==> src/logic/sss_pkg.sv <==
// constants and types shared by the safe stop supervisor
package sss_pkg;

  // ****************************************
  // register map (byte addresses)
  // ****************************************
  localparam logic [7:0] SSS_ADDR_CTRL = 8'h00;
  localparam logic [7:0] SSS_ADDR_DELAY = 8'h04;
  localparam logic [7:0] SSS_ADDR_TOL = 8'h08;
  localparam logic [7:0] SSS_ADDR_SHAPE = 8'h0c;
  localparam logic [7:0] SSS_ADDR_CMD = 8'h10;
  localparam logic [7:0] SSS_ADDR_STATUS = 8'h14;

  // ****************************************
  // field positions
  // ****************************************
  localparam int SSS_FUNC_A_LSB = 0;
  localparam int SSS_FUNC_B_LSB = 2;
  localparam int SSS_STOP_TYPE_BIT = 4;
  localparam int SSS_PROFILE_LSB = 5;
  localparam int SSS_START_RATIO_LSB = 0;
  localparam int SSS_END_RATIO_LSB = 8;
  localparam int SSS_CMD_DOWNLOAD_BIT = 0;
  localparam int SSS_CMD_RESET_BIT = 1;
  localparam int SSS_STAT_OUT_BIT = 3;
  localparam int SSS_STAT_IN_A_BIT = 4;
  localparam int SSS_STAT_IN_B_BIT = 5;
  localparam int SSS_STAT_CAUSE_LSB = 8;

  // ****************************************
  // values after reset and limits
  // ****************************************
  localparam logic [31:0] SSS_CTRL_RST = 32'h0000000e;
  localparam logic [15:0] SSS_DELAY_RST = 16'h000a;
  localparam logic [15:0] SSS_DELAY_MAX = 16'h8ca0;
  localparam logic [7:0] SSS_TOL_RST = 8'h05;
  localparam logic [7:0] SSS_TOL_MAX = 8'h32;
  localparam logic [7:0] SSS_RATIO_RST = 8'h32;
  localparam logic [7:0] SSS_RATIO_MIN = 8'h01;
  localparam logic [7:0] SSS_RATIO_MAX = 8'h63;
  localparam logic [7:0] SSS_PCT_FULL = 8'h64;

  // ****************************************
  // timing
  // ****************************************
  localparam int SSS_CLK_PERIOD_NS = 10;
  localparam int SSS_MS_TIME_NS = 1000000;
  localparam int SSS_MS_CYCLES = (SSS_MS_TIME_NS + SSS_CLK_PERIOD_NS - 1) / SSS_CLK_PERIOD_NS;

  // ****************************************
  // codes
  // ****************************************
  localparam logic [1:0] SSS_RESP_OKAY = 2'h0;
  localparam logic [1:0] SSS_RESP_SLVERR = 2'h2;
  localparam logic [1:0] SSS_PROFILE_LINEAR = 2'h0;
  localparam logic [1:0] SSS_PROFILE_SRAMP = 2'h2;
  localparam logic SSS_TYPE_DELAY = 1'b0;

  typedef enum logic [1:0] {
    SSS_FN_NONE = 2'h0,
    SSS_FN_TORQUE_OFF = 2'h1,
    SSS_FN_STOP = 2'h2,
    SSS_FN_RESET = 2'h3
  } sss_func_t;

  typedef enum logic [2:0] {
    SSS_ST_RUN = 3'b001,
    SSS_ST_STOP = 3'b010,
    SSS_ST_OFF = 3'b100
  } sss_state_t;

endpackage : sss_pkg

==> src/logic/sss_stop_timer.sv <==
// millisecond stop-delay timer for the safe stop supervisor
`timescale 1ns/1ns
`default_nettype none

module sss_stop_timer
  import sss_pkg::*;
#(
  parameter int MS_CYCLES = SSS_MS_CYCLES
) (
  input wire logic aclk,
  input wire logic aresetn,
  input wire logic run,
  input wire logic [22:0] limit_ms,
  output logic expired
);

  logic [31:0] tick_reg;
  logic [22:0] ms_reg;
  logic ms_tick;

  assign ms_tick = (tick_reg == 32'(MS_CYCLES - 1));

  // ****************************************
  // prescaler and millisecond count
  // ****************************************
  always_ff @(posedge aclk) begin
    if (!aresetn || !run) begin
      tick_reg <= 32'h00000000;
    end else if (ms_tick) begin
      tick_reg <= 32'h00000000;
    end else begin
      tick_reg <= tick_reg + 32'h00000001;
    end
  end

  always_ff @(posedge aclk) begin
    if (!aresetn || !run) begin
      ms_reg <= 23'h000000;
    end else if (ms_tick && !expired) begin
      ms_reg <= ms_reg + 23'h000001;
    end
  end

  assign expired = run && (ms_reg >= limit_ms);

endmodule : sss_stop_timer
`default_nettype wire

==> src/logic/sss_supervisor.sv <==
// safe stop supervisor: torque removal, timed controlled stop, register slave
`timescale 1ns/1ns
`default_nettype none

module sss_supervisor
  import sss_pkg::*;
#(
  parameter int MS_CYCLES = SSS_MS_CYCLES
) (
  input wire logic aclk,
  input wire logic aresetn,
  input wire logic [7:0] s_axi_awaddr,
  input wire logic s_axi_awvalid,
  output logic s_axi_awready,
  input wire logic [31:0] s_axi_wdata,
  input wire logic [3:0] s_axi_wstrb,
  input wire logic s_axi_wvalid,
  output logic s_axi_wready,
  output logic [1:0] s_axi_bresp,
  output logic s_axi_bvalid,
  input wire logic s_axi_bready,
  input wire logic [7:0] s_axi_araddr,
  input wire logic s_axi_arvalid,
  output logic s_axi_arready,
  output logic [31:0] s_axi_rdata,
  output logic [1:0] s_axi_rresp,
  output logic s_axi_rvalid,
  input wire logic s_axi_rready,
  input wire logic safe_input_a,
  input wire logic safe_input_b,
  input wire logic internal_fault,
  input wire logic drive_uncontrollable,
  input wire logic limit_exceeded,
  input wire logic zero_speed_reached,
  input wire logic drive_running,
  output logic safe_torque_enable_output,
  output logic stop_request,
  output logic [15:0] ramp_time_tenths,
  output logic [1:0] ramp_profile
);

  // ****************************************
  // helpers
  // ****************************************
  function automatic logic [31:0] merge(input logic [31:0] old_v, input logic [31:0] new_v,
                                        input logic [3:0] strb);
    logic [31:0] res;
    res = old_v;
    for (int i = 0; i < 4; i++) begin
      if (strb[i]) begin
        res[8*i +: 8] = new_v[8*i +: 8];
      end
    end
    return res;
  endfunction

  function automatic logic [7:0] clamp(input logic [7:0] v, input logic [7:0] lo,
                                       input logic [7:0] hi);
    logic [7:0] res;
    res = v;
    if (v < lo) begin
      res = lo;
    end else if (v > hi) begin
      res = hi;
    end
    return res;
  endfunction

  // ****************************************
  // declarations
  // ****************************************
  logic [31:0] ctrl_reg;
  logic [15:0] delay_reg;
  logic [7:0] tol_reg;
  logic [7:0] start_ratio_reg;
  logic [7:0] end_ratio_reg;
  logic [4:0] cause_reg;
  logic [4:0] cause_next;
  sss_state_t state_reg;
  sss_state_t state_next;
  logic [1:0] a_sync_reg;
  logic [1:0] b_sync_reg;
  logic a_prev_reg;
  logic b_prev_reg;
  logic a_in;
  logic b_in;
  logic a_fall;
  logic b_fall;
  logic b_rise;
  logic wr_go;
  logic rd_go;
  logic [7:0] wr_addr;
  logic [31:0] wr_val;
  logic [31:0] rd_val;
  logic rd_ok;
  logic wr_ok;
  logic download_pulse;
  logic sw_reset_pulse;
  sss_func_t func_a;
  sss_func_t func_b;
  logic off_level;
  logic stop_edge;
  logic fault_now;
  logic immediate_off;
  logic reset_ok;
  logic timer_run;
  logic timer_done;
  logic [22:0] limit_ms;
  logic [23:0] limit_full;
  logic [31:0] delay_wr;

  assign func_a = sss_func_t'(ctrl_reg[SSS_FUNC_A_LSB +: 2]);
  assign func_b = sss_func_t'(ctrl_reg[SSS_FUNC_B_LSB +: 2]);

  // ****************************************
  // safe input synchronisers
  // ****************************************
  always_ff @(posedge aclk) begin
    if (!aresetn) begin
      a_sync_reg <= 2'h3;
      b_sync_reg <= 2'h3;
    end else begin
      a_sync_reg <= {a_sync_reg[0], safe_input_a};
      b_sync_reg <= {b_sync_reg[0], safe_input_b};
    end
  end

  assign a_in = a_sync_reg[1];
  assign b_in = b_sync_reg[1];

  // history starts at the idle high level so leaving reset makes no edge
  always_ff @(posedge aclk) begin
    if (!aresetn) begin
      a_prev_reg <= 1'b1;
      b_prev_reg <= 1'b1;
    end else begin
      a_prev_reg <= a_in;
      b_prev_reg <= b_in;
    end
  end

  assign a_fall = a_prev_reg && !a_in;
  assign b_fall = b_prev_reg && !b_in;
  assign b_rise = !b_prev_reg && b_in;

  // ****************************************
  // register bus: write path
  // ****************************************
  // address and data are taken together in one edge
  assign wr_go = s_axi_awvalid && s_axi_wvalid && !s_axi_bvalid;
  assign s_axi_awready = wr_go;
  assign s_axi_wready = wr_go;
  assign wr_addr = s_axi_awaddr;
  assign wr_val = s_axi_wdata;

  always_comb begin
    unique case (wr_addr)
      SSS_ADDR_CTRL, SSS_ADDR_DELAY, SSS_ADDR_TOL, SSS_ADDR_SHAPE, SSS_ADDR_CMD: wr_ok = 1'b1;
      default: wr_ok = 1'b0;
    endcase
  end

  always_ff @(posedge aclk) begin
    if (!aresetn) begin
      s_axi_bvalid <= 1'b0;
      s_axi_bresp <= SSS_RESP_OKAY;
    end else if (wr_go) begin
      s_axi_bvalid <= 1'b1;
      s_axi_bresp <= wr_ok ? SSS_RESP_OKAY : SSS_RESP_SLVERR;
    end else if (s_axi_bready) begin
      s_axi_bvalid <= 1'b0;
    end
  end

  always_ff @(posedge aclk) begin
    if (!aresetn) begin
      ctrl_reg <= SSS_CTRL_RST;
    end else if (wr_go && wr_addr == SSS_ADDR_CTRL) begin
      ctrl_reg <= merge(ctrl_reg, wr_val, s_axi_wstrb) & 32'h0000007f;
    end
  end

  // delay in tenths of a second; zero is kept and means immediate removal
  assign delay_wr = merge({16'h0000, delay_reg}, wr_val, s_axi_wstrb);
  always_ff @(posedge aclk) begin
    if (!aresetn) begin
      delay_reg <= SSS_DELAY_RST;
    end else if (wr_go && wr_addr == SSS_ADDR_DELAY) begin
      delay_reg <= (delay_wr > {16'h0000, SSS_DELAY_MAX}) ? SSS_DELAY_MAX
                   : delay_wr[15:0];
    end
  end

  always_ff @(posedge aclk) begin
    if (!aresetn) begin
      tol_reg <= SSS_TOL_RST;
    end else if (wr_go && wr_addr == SSS_ADDR_TOL && s_axi_wstrb[0]) begin
      tol_reg <= clamp(wr_val[7:0], 8'h00, SSS_TOL_MAX);
    end
  end

  always_ff @(posedge aclk) begin
    if (!aresetn) begin
      start_ratio_reg <= SSS_RATIO_RST;
      end_ratio_reg <= SSS_RATIO_RST;
    end else if (wr_go && wr_addr == SSS_ADDR_SHAPE) begin
      if (s_axi_wstrb[0]) begin
        start_ratio_reg <= clamp(wr_val[SSS_START_RATIO_LSB +: 8], SSS_RATIO_MIN,
                                 SSS_RATIO_MAX);
      end
      if (s_axi_wstrb[1]) begin
        end_ratio_reg <= clamp(wr_val[SSS_END_RATIO_LSB +: 8], SSS_RATIO_MIN,
                               SSS_RATIO_MAX);
      end
    end
  end

  // command register: write-only pulses
  assign download_pulse = wr_go && wr_addr == SSS_ADDR_CMD && s_axi_wstrb[0]
                          && wr_val[SSS_CMD_DOWNLOAD_BIT];
  assign sw_reset_pulse = wr_go && wr_addr == SSS_ADDR_CMD && s_axi_wstrb[0]
                          && wr_val[SSS_CMD_RESET_BIT];

  // ****************************************
  // register bus: read path
  // ****************************************
  assign rd_go = s_axi_arvalid && !s_axi_rvalid;
  assign s_axi_arready = rd_go;

  always_comb begin
    rd_val = 32'h00000000;
    rd_ok = 1'b1;
    unique case (s_axi_araddr)
      SSS_ADDR_CTRL: rd_val = ctrl_reg;
      SSS_ADDR_DELAY: rd_val = {16'h0000, delay_reg};
      SSS_ADDR_TOL: rd_val = {24'h000000, tol_reg};
      SSS_ADDR_SHAPE: rd_val = {16'h0000, end_ratio_reg, start_ratio_reg};
      SSS_ADDR_CMD: rd_val = 32'h00000000;
      SSS_ADDR_STATUS: begin
        rd_val[2:0] = state_reg;
        rd_val[SSS_STAT_OUT_BIT] = safe_torque_enable_output;
        rd_val[SSS_STAT_IN_A_BIT] = a_in;
        rd_val[SSS_STAT_IN_B_BIT] = b_in;
        rd_val[SSS_STAT_CAUSE_LSB +: 5] = cause_reg;
      end
      default: rd_ok = 1'b0;
    endcase
  end

  always_ff @(posedge aclk) begin
    if (!aresetn) begin
      s_axi_rvalid <= 1'b0;
      s_axi_rdata <= 32'h00000000;
      s_axi_rresp <= SSS_RESP_OKAY;
    end else if (rd_go) begin
      s_axi_rvalid <= 1'b1;
      s_axi_rdata <= rd_val;
      s_axi_rresp <= rd_ok ? SSS_RESP_OKAY : SSS_RESP_SLVERR;
    end else if (s_axi_rready) begin
      s_axi_rvalid <= 1'b0;
    end
  end

  // ****************************************
  // demand decoding
  // ****************************************
  // a torque-off input that is low holds torque off, its fall requests it
  assign off_level = (func_a == SSS_FN_TORQUE_OFF && (!a_in || a_fall))
                     || (func_b == SSS_FN_TORQUE_OFF && (!b_in || b_fall));

  assign stop_edge = (func_a == SSS_FN_STOP && a_fall)
                     || (func_b == SSS_FN_STOP && b_fall);

  assign fault_now = internal_fault || drive_uncontrollable;

  assign immediate_off = fault_now || limit_exceeded
                         || (download_pulse && drive_running)
                         || off_level;

  // reset only with both safe inputs back high and no pending cause
  assign reset_ok = ((func_b == SSS_FN_RESET && b_rise) || sw_reset_pulse)
                    && a_in && b_in && !fault_now && !limit_exceeded;

  // ****************************************
  // stop timer: delay plus tolerance in ms
  // ****************************************
  assign limit_full = 24'(delay_reg) * 24'(SSS_PCT_FULL + tol_reg);
  assign limit_ms = limit_full[22:0];
  assign timer_run = (state_reg == SSS_ST_STOP) && (ctrl_reg[SSS_STOP_TYPE_BIT] == SSS_TYPE_DELAY);

  sss_stop_timer #(
    .MS_CYCLES(MS_CYCLES)
  ) u_timer (
    .aclk(aclk),
    .aresetn(aresetn),
    .run(timer_run),
    .limit_ms(limit_ms),
    .expired(timer_done)
  );

  // ****************************************
  // supervisor state machine
  // ****************************************
  always_comb begin
    state_next = state_reg;
    unique case (state_reg)
      SSS_ST_RUN: begin
        if (immediate_off) begin
          state_next = SSS_ST_OFF;
        end else if (stop_edge) begin
          state_next = (delay_reg == 16'h0000) ? SSS_ST_OFF : SSS_ST_STOP;
        end
      end
      SSS_ST_STOP: begin
        if (immediate_off) begin
          state_next = SSS_ST_OFF;
        end else if (ctrl_reg[SSS_STOP_TYPE_BIT] == SSS_TYPE_DELAY) begin
          if (timer_done) begin
            state_next = SSS_ST_OFF;
          end
        end else if (zero_speed_reached) begin
          state_next = SSS_ST_OFF;
        end
      end
      SSS_ST_OFF: begin
        if (reset_ok && !immediate_off) begin
          state_next = SSS_ST_RUN;
        end
      end
      default: state_next = SSS_ST_OFF;
    endcase
  end

  // power-up starts with torque removed
  always_ff @(posedge aclk) begin
    if (!aresetn) begin
      state_reg <= SSS_ST_OFF;
    end else begin
      state_reg <= state_next;
    end
  end

  // ****************************************
  // cause of the last removal
  // ****************************************
  // bits: 0 fault, 1 limit, 2 download, 3 torque-off input, 4 stop end
  always_comb begin
    cause_next = cause_reg;
    if (state_reg == SSS_ST_OFF && state_next == SSS_ST_RUN) begin
      cause_next = 5'h00;
    end
    if (state_reg != SSS_ST_OFF && state_next == SSS_ST_OFF) begin
      cause_next = cause_next | {!immediate_off, off_level, download_pulse && drive_running,
                                 limit_exceeded, fault_now};
    end
  end

  always_ff @(posedge aclk) begin
    if (!aresetn) begin
      cause_reg <= 5'h00;
    end else begin
      cause_reg <= cause_next;
    end
  end

  // ****************************************
  // outputs to the drive
  // ****************************************
  // enable feeds the output stage control voltage; low removes torque
  always_ff @(posedge aclk) begin
    if (!aresetn) begin
      safe_torque_enable_output <= 1'b0;
      stop_request <= 1'b0;
    end else begin
      safe_torque_enable_output <= (state_next != SSS_ST_OFF);
      stop_request <= (state_next == SSS_ST_STOP);
    end
  end

  // ramp requested from the drive spans the delay time
  always_ff @(posedge aclk) begin
    if (!aresetn) begin
      ramp_time_tenths <= SSS_DELAY_RST;
      ramp_profile <= SSS_PROFILE_LINEAR;
    end else begin
      ramp_time_tenths <= delay_reg;
      ramp_profile <= (ctrl_reg[SSS_PROFILE_LSB +: 2] == SSS_PROFILE_SRAMP)
                      ? SSS_PROFILE_SRAMP : SSS_PROFILE_LINEAR;
    end
  end

endmodule : sss_supervisor
`default_nettype wire

==> config.mk <==
export PLATFORM = sky130hd
export DESIGN_NAME = sss_supervisor
export DESIGN_NICKNAME = d
export VERILOG_FILES = /design/src/logic/sss_pkg.sv /design/src/logic/sss_stop_timer.sv /design/src/logic/sss_supervisor.sv
export SDC_FILE = /design/constraint.sdc
export NUM_CORES = 1
export LEC_CHECK = 0
export ABC_CLOCK_PERIOD_IN_PS = 10700
export BUFFER_PORTS_ARGS = -buffer_cell sky130_fd_sc_hd__buf_4
export CELL_PAD_IN_SITES_DETAIL_PLACEMENT = 1
export CELL_PAD_IN_SITES_GLOBAL_PLACEMENT = 1
export CORE_MARGIN = 3
export CORE_UTILIZATION = 40
export CTS_CLUSTER_SIZE = 14
export DETAILED_ROUTE_END_ITERATION = 16
export PLACE_DENSITY = 0.78
export SLEW_MARGIN = 25
export SYNTH_ARGS = -nofsm -noshare
export SYNTH_HDL_FRONTEND = slang
export SYNTH_HIERARCHICAL = 1
export SYNTH_SLANG_ARGS = --single-unit
==> constraint.sdc <==
create_clock -name aclk -period 10.7 [get_ports aclk]
set_input_delay 1.605 -clock aclk [delete_from_list [all_inputs] [get_ports aclk]]
set_output_delay 1.605 -clock aclk [all_outputs]
set_load 0.005 [all_outputs]
==> flow_metrics.tcl <==
set metrics [dict create \
    yosysTopAreaCellShare_pct 25.3 \
    cp.arrival_ns 8.71 \
    core-area_um2 30000 \
    ir_worst_vdd_v 0.000109 \
    die_h_um 181 \
    cts_tree "built" \
    synthesis.instances 1440 \
    ant_nets 0 \
    crit_fanout 25 \
    hpwlAfterDp_mm 27.7 \
    n_fill_cell 3595 \
    finalMaxSlewViolations 0 \
    synthToLayoutAreaGrowth_pct 13.4 \
    critPathMaxStageDelay_ns 0.71 \
    grt_max_degree 68 \
    fin_crit_sh_pct 78.4 \
    drcViolationCount 0 \
    clk_pin_slew_ns 0.06 \
    ys_ff_latch 155 \
    clock_skew_ns 0.0144 \
    grt.total_usage_pct 22.7 \
    tightest_slew_ns 0.754 \
    pre_cts_ws_ns 2.08 \
    cts_root_buffer "clkbuf_16" \
    leakage_nw 5.81 \
    first_pass_iters 5 \
    gp_congestion 0.836 \
    largest_reg_flops 32 \
    drv_cap 0 \
    clock-sinks 155 \
    period_minus_slack_ns 8.39 \
    synthDistinctLibCells 90 \
    slowest_stage "dfxtp_1" \
    die_area_um2 32800 \
    path_class "flip-flop to flip-flop" \
    synth_area_leaders "dfxtp_1, fa_1, ha_1" \
    fmax_mhz 119 \
    post_cts_resized 0 \
    placed_cells 1875 \
    via_per_inst 5.61 \
    synthArstFlopShare_pct 0 \
    cts_hold_buf 0 \
    rsz0062_at_grt "no" \
    final_layout_size_suffix_gt1_share_pct 12.6 \
    fin_hold_ws_ns 0.415 \
    layout_setup_ws_ns 2.31 \
    worstSetupEndpointType "flip-flop" \
    yosysTopAreaCell "dfxtp_1" \
    finalWirelength_mm 36.9 \
    p_per_area_nw_per_um2 92.9 \
    io_pins 127 \
    netlist_area_um2 12300 \
    crit_required_ns 11.02 \
    portBuffers 107 \
    hp-class "flip-flop to flip-flop" \
    insertedDiodeCount 0 \
    hold_violations 0 \
    timing.slew.headroom_pct 49.7 \
    wl_per_cell_um 19.4 \
    fin_total_pwr_w 0.00129 \
    grt_pass1_vias 11458 \
    cts-buffers-inserted 17 \
    die_w_um 181 \
    overflow 0 \
    final_cells 1907 \
    setup_violations 0 \
    row_count 63 \
    ys_seq_area_share_pct 25.3 \
    drt_iter0_drc 698 \
    synth_warnings 6 \
    grt_pass1_wl_mm 61.1 \
    final_cell_mix "inv_1, dfxtp_1, buf_4" \
    multi_input_area_um2 8180 \
    timing.critical_path.mode_cell "a21oi_1" \
    startpoint_type "flip-flop" \
    avgSynthCellArea_um2 8.53 \
    layout_commonest_cell "inv_1" \
    h-tree-depth 4 \
    final_nets 1732 \
    synth-main-ff-cell "dfxtp_1" \
    vias 10705 \
    tns_ns 0 \
    clock_path_buffers 2 \
    clk_latency_ns 0.44 \
    antenna_found_initial 0 \
    cts_setup_buffers 0 \
    status "finished, final reports clean" \
    initial_core_util_pct 41.0 \
    synth-edff-count 0 \
    seq_area_um2 3100 \
]
## layout make-up
type | instances | share of cell area, %
clock buffer | 19 | 3.25
clock inverter | 13 | 1.18
inverter | 174 | 4.69
multi-input combinational | 1038 | 58.7
sequential | 155 | 22.3
tap | 390 | 3.50
timing repair buffer | 118 | 6.36
## layer usage
layer  GRT usage (%)  part of all wire, %
met5               0                    0
met2            39.8                   50
met3            2.92                  4.0
met1            29.6                   44
met4            5.97                  1.8
## power by group
| part | internal, W | switching [W] |
|---|---|---|
| registers | 0.000581 | 0.00000255 |
| logic | 0.0000312 | 0.0000413 |
| clock network | 0.000381 | 0.000257 |
## synthesized netlist by cell type (5+ instances only)
library cell / count
a211oi_1: 10
a21boi_0: 5
a21oi_1: 49
a221oi_1: 8
a222oi_1: 6
a22o_1: 5
a22oi_1: 11
and2_1: 84
and3_1: 16
and4_1: 5
buf_1: 5
buf_4: 21
clkbuf_1: 61
dfxtp_1: 155
fa_1: 98
ha_1: 64
inv_1: 173
mux2_2: 6
mux2i_1: 11
nand2_1: 107
nand2b_1: 50
nand3_1: 42
nand3b_1: 5
nand4_1: 31
nor2_1: 111
nor2b_1: 17
nor3_1: 30
nor3b_1: 5
nor4_1: 14
o2111ai_1: 19
o211ai_1: 6
o21a_1: 5
o21ai_0: 32
o31ai_1: 19
or3_1: 12
xnor2_1: 28
xor2_1: 15
## final timing paths
check	from	end	slack, ns	cells after the start
worst max-delay path	tol_reg[2]	state_reg[2]	2.31	31
worst min register to register	a_sync_reg[0]	a_sync_reg[1]	0.42	1
worst max register to register	tol_reg[2]	state_reg[2]	2.31	31
worst min-delay path	a_sync_reg[0]	a_sync_reg[1]	0.42	1
## critical path, delay by kind of cell, from the launching register on
| kind | cells | cell delay (ns) |
|---|---|---|
| AND/OR/NAND/NOR | 8 | 1.65 |
| flip-flops | 1 | 0.71 |
| buffers and inverters | 5 | 0.65 |
| multiplexers | 1 | 0.15 |
| AO/OA/AOI/OAI | 10 | 2.18 |
| adder cells (fa/ha/maj) | 7 | 2.89 |
## cell families after synthesis
logic type,count (synthesis),synth area share [%]
simple gates,563,24.8
buf+inv,265,8.84
flops,155,25.3
compound gates,232,13.6
xor+xnor,44,3.25
mux,18,1.63
fa+ha+maj,162,22.5
other cells,1,0.0305
## metrics by stage
stage | cell area (µm²) | utilization, %
detailed placement | 13300 | 44.4
global placement | 13300 | 44.4
floorplan | 12300 | -
global route | 13900 | 46.5
CTS | 13900 | 46.5
finish | 13900 | 46.5
Note: power is estimated with default switching activity, not from simulation.
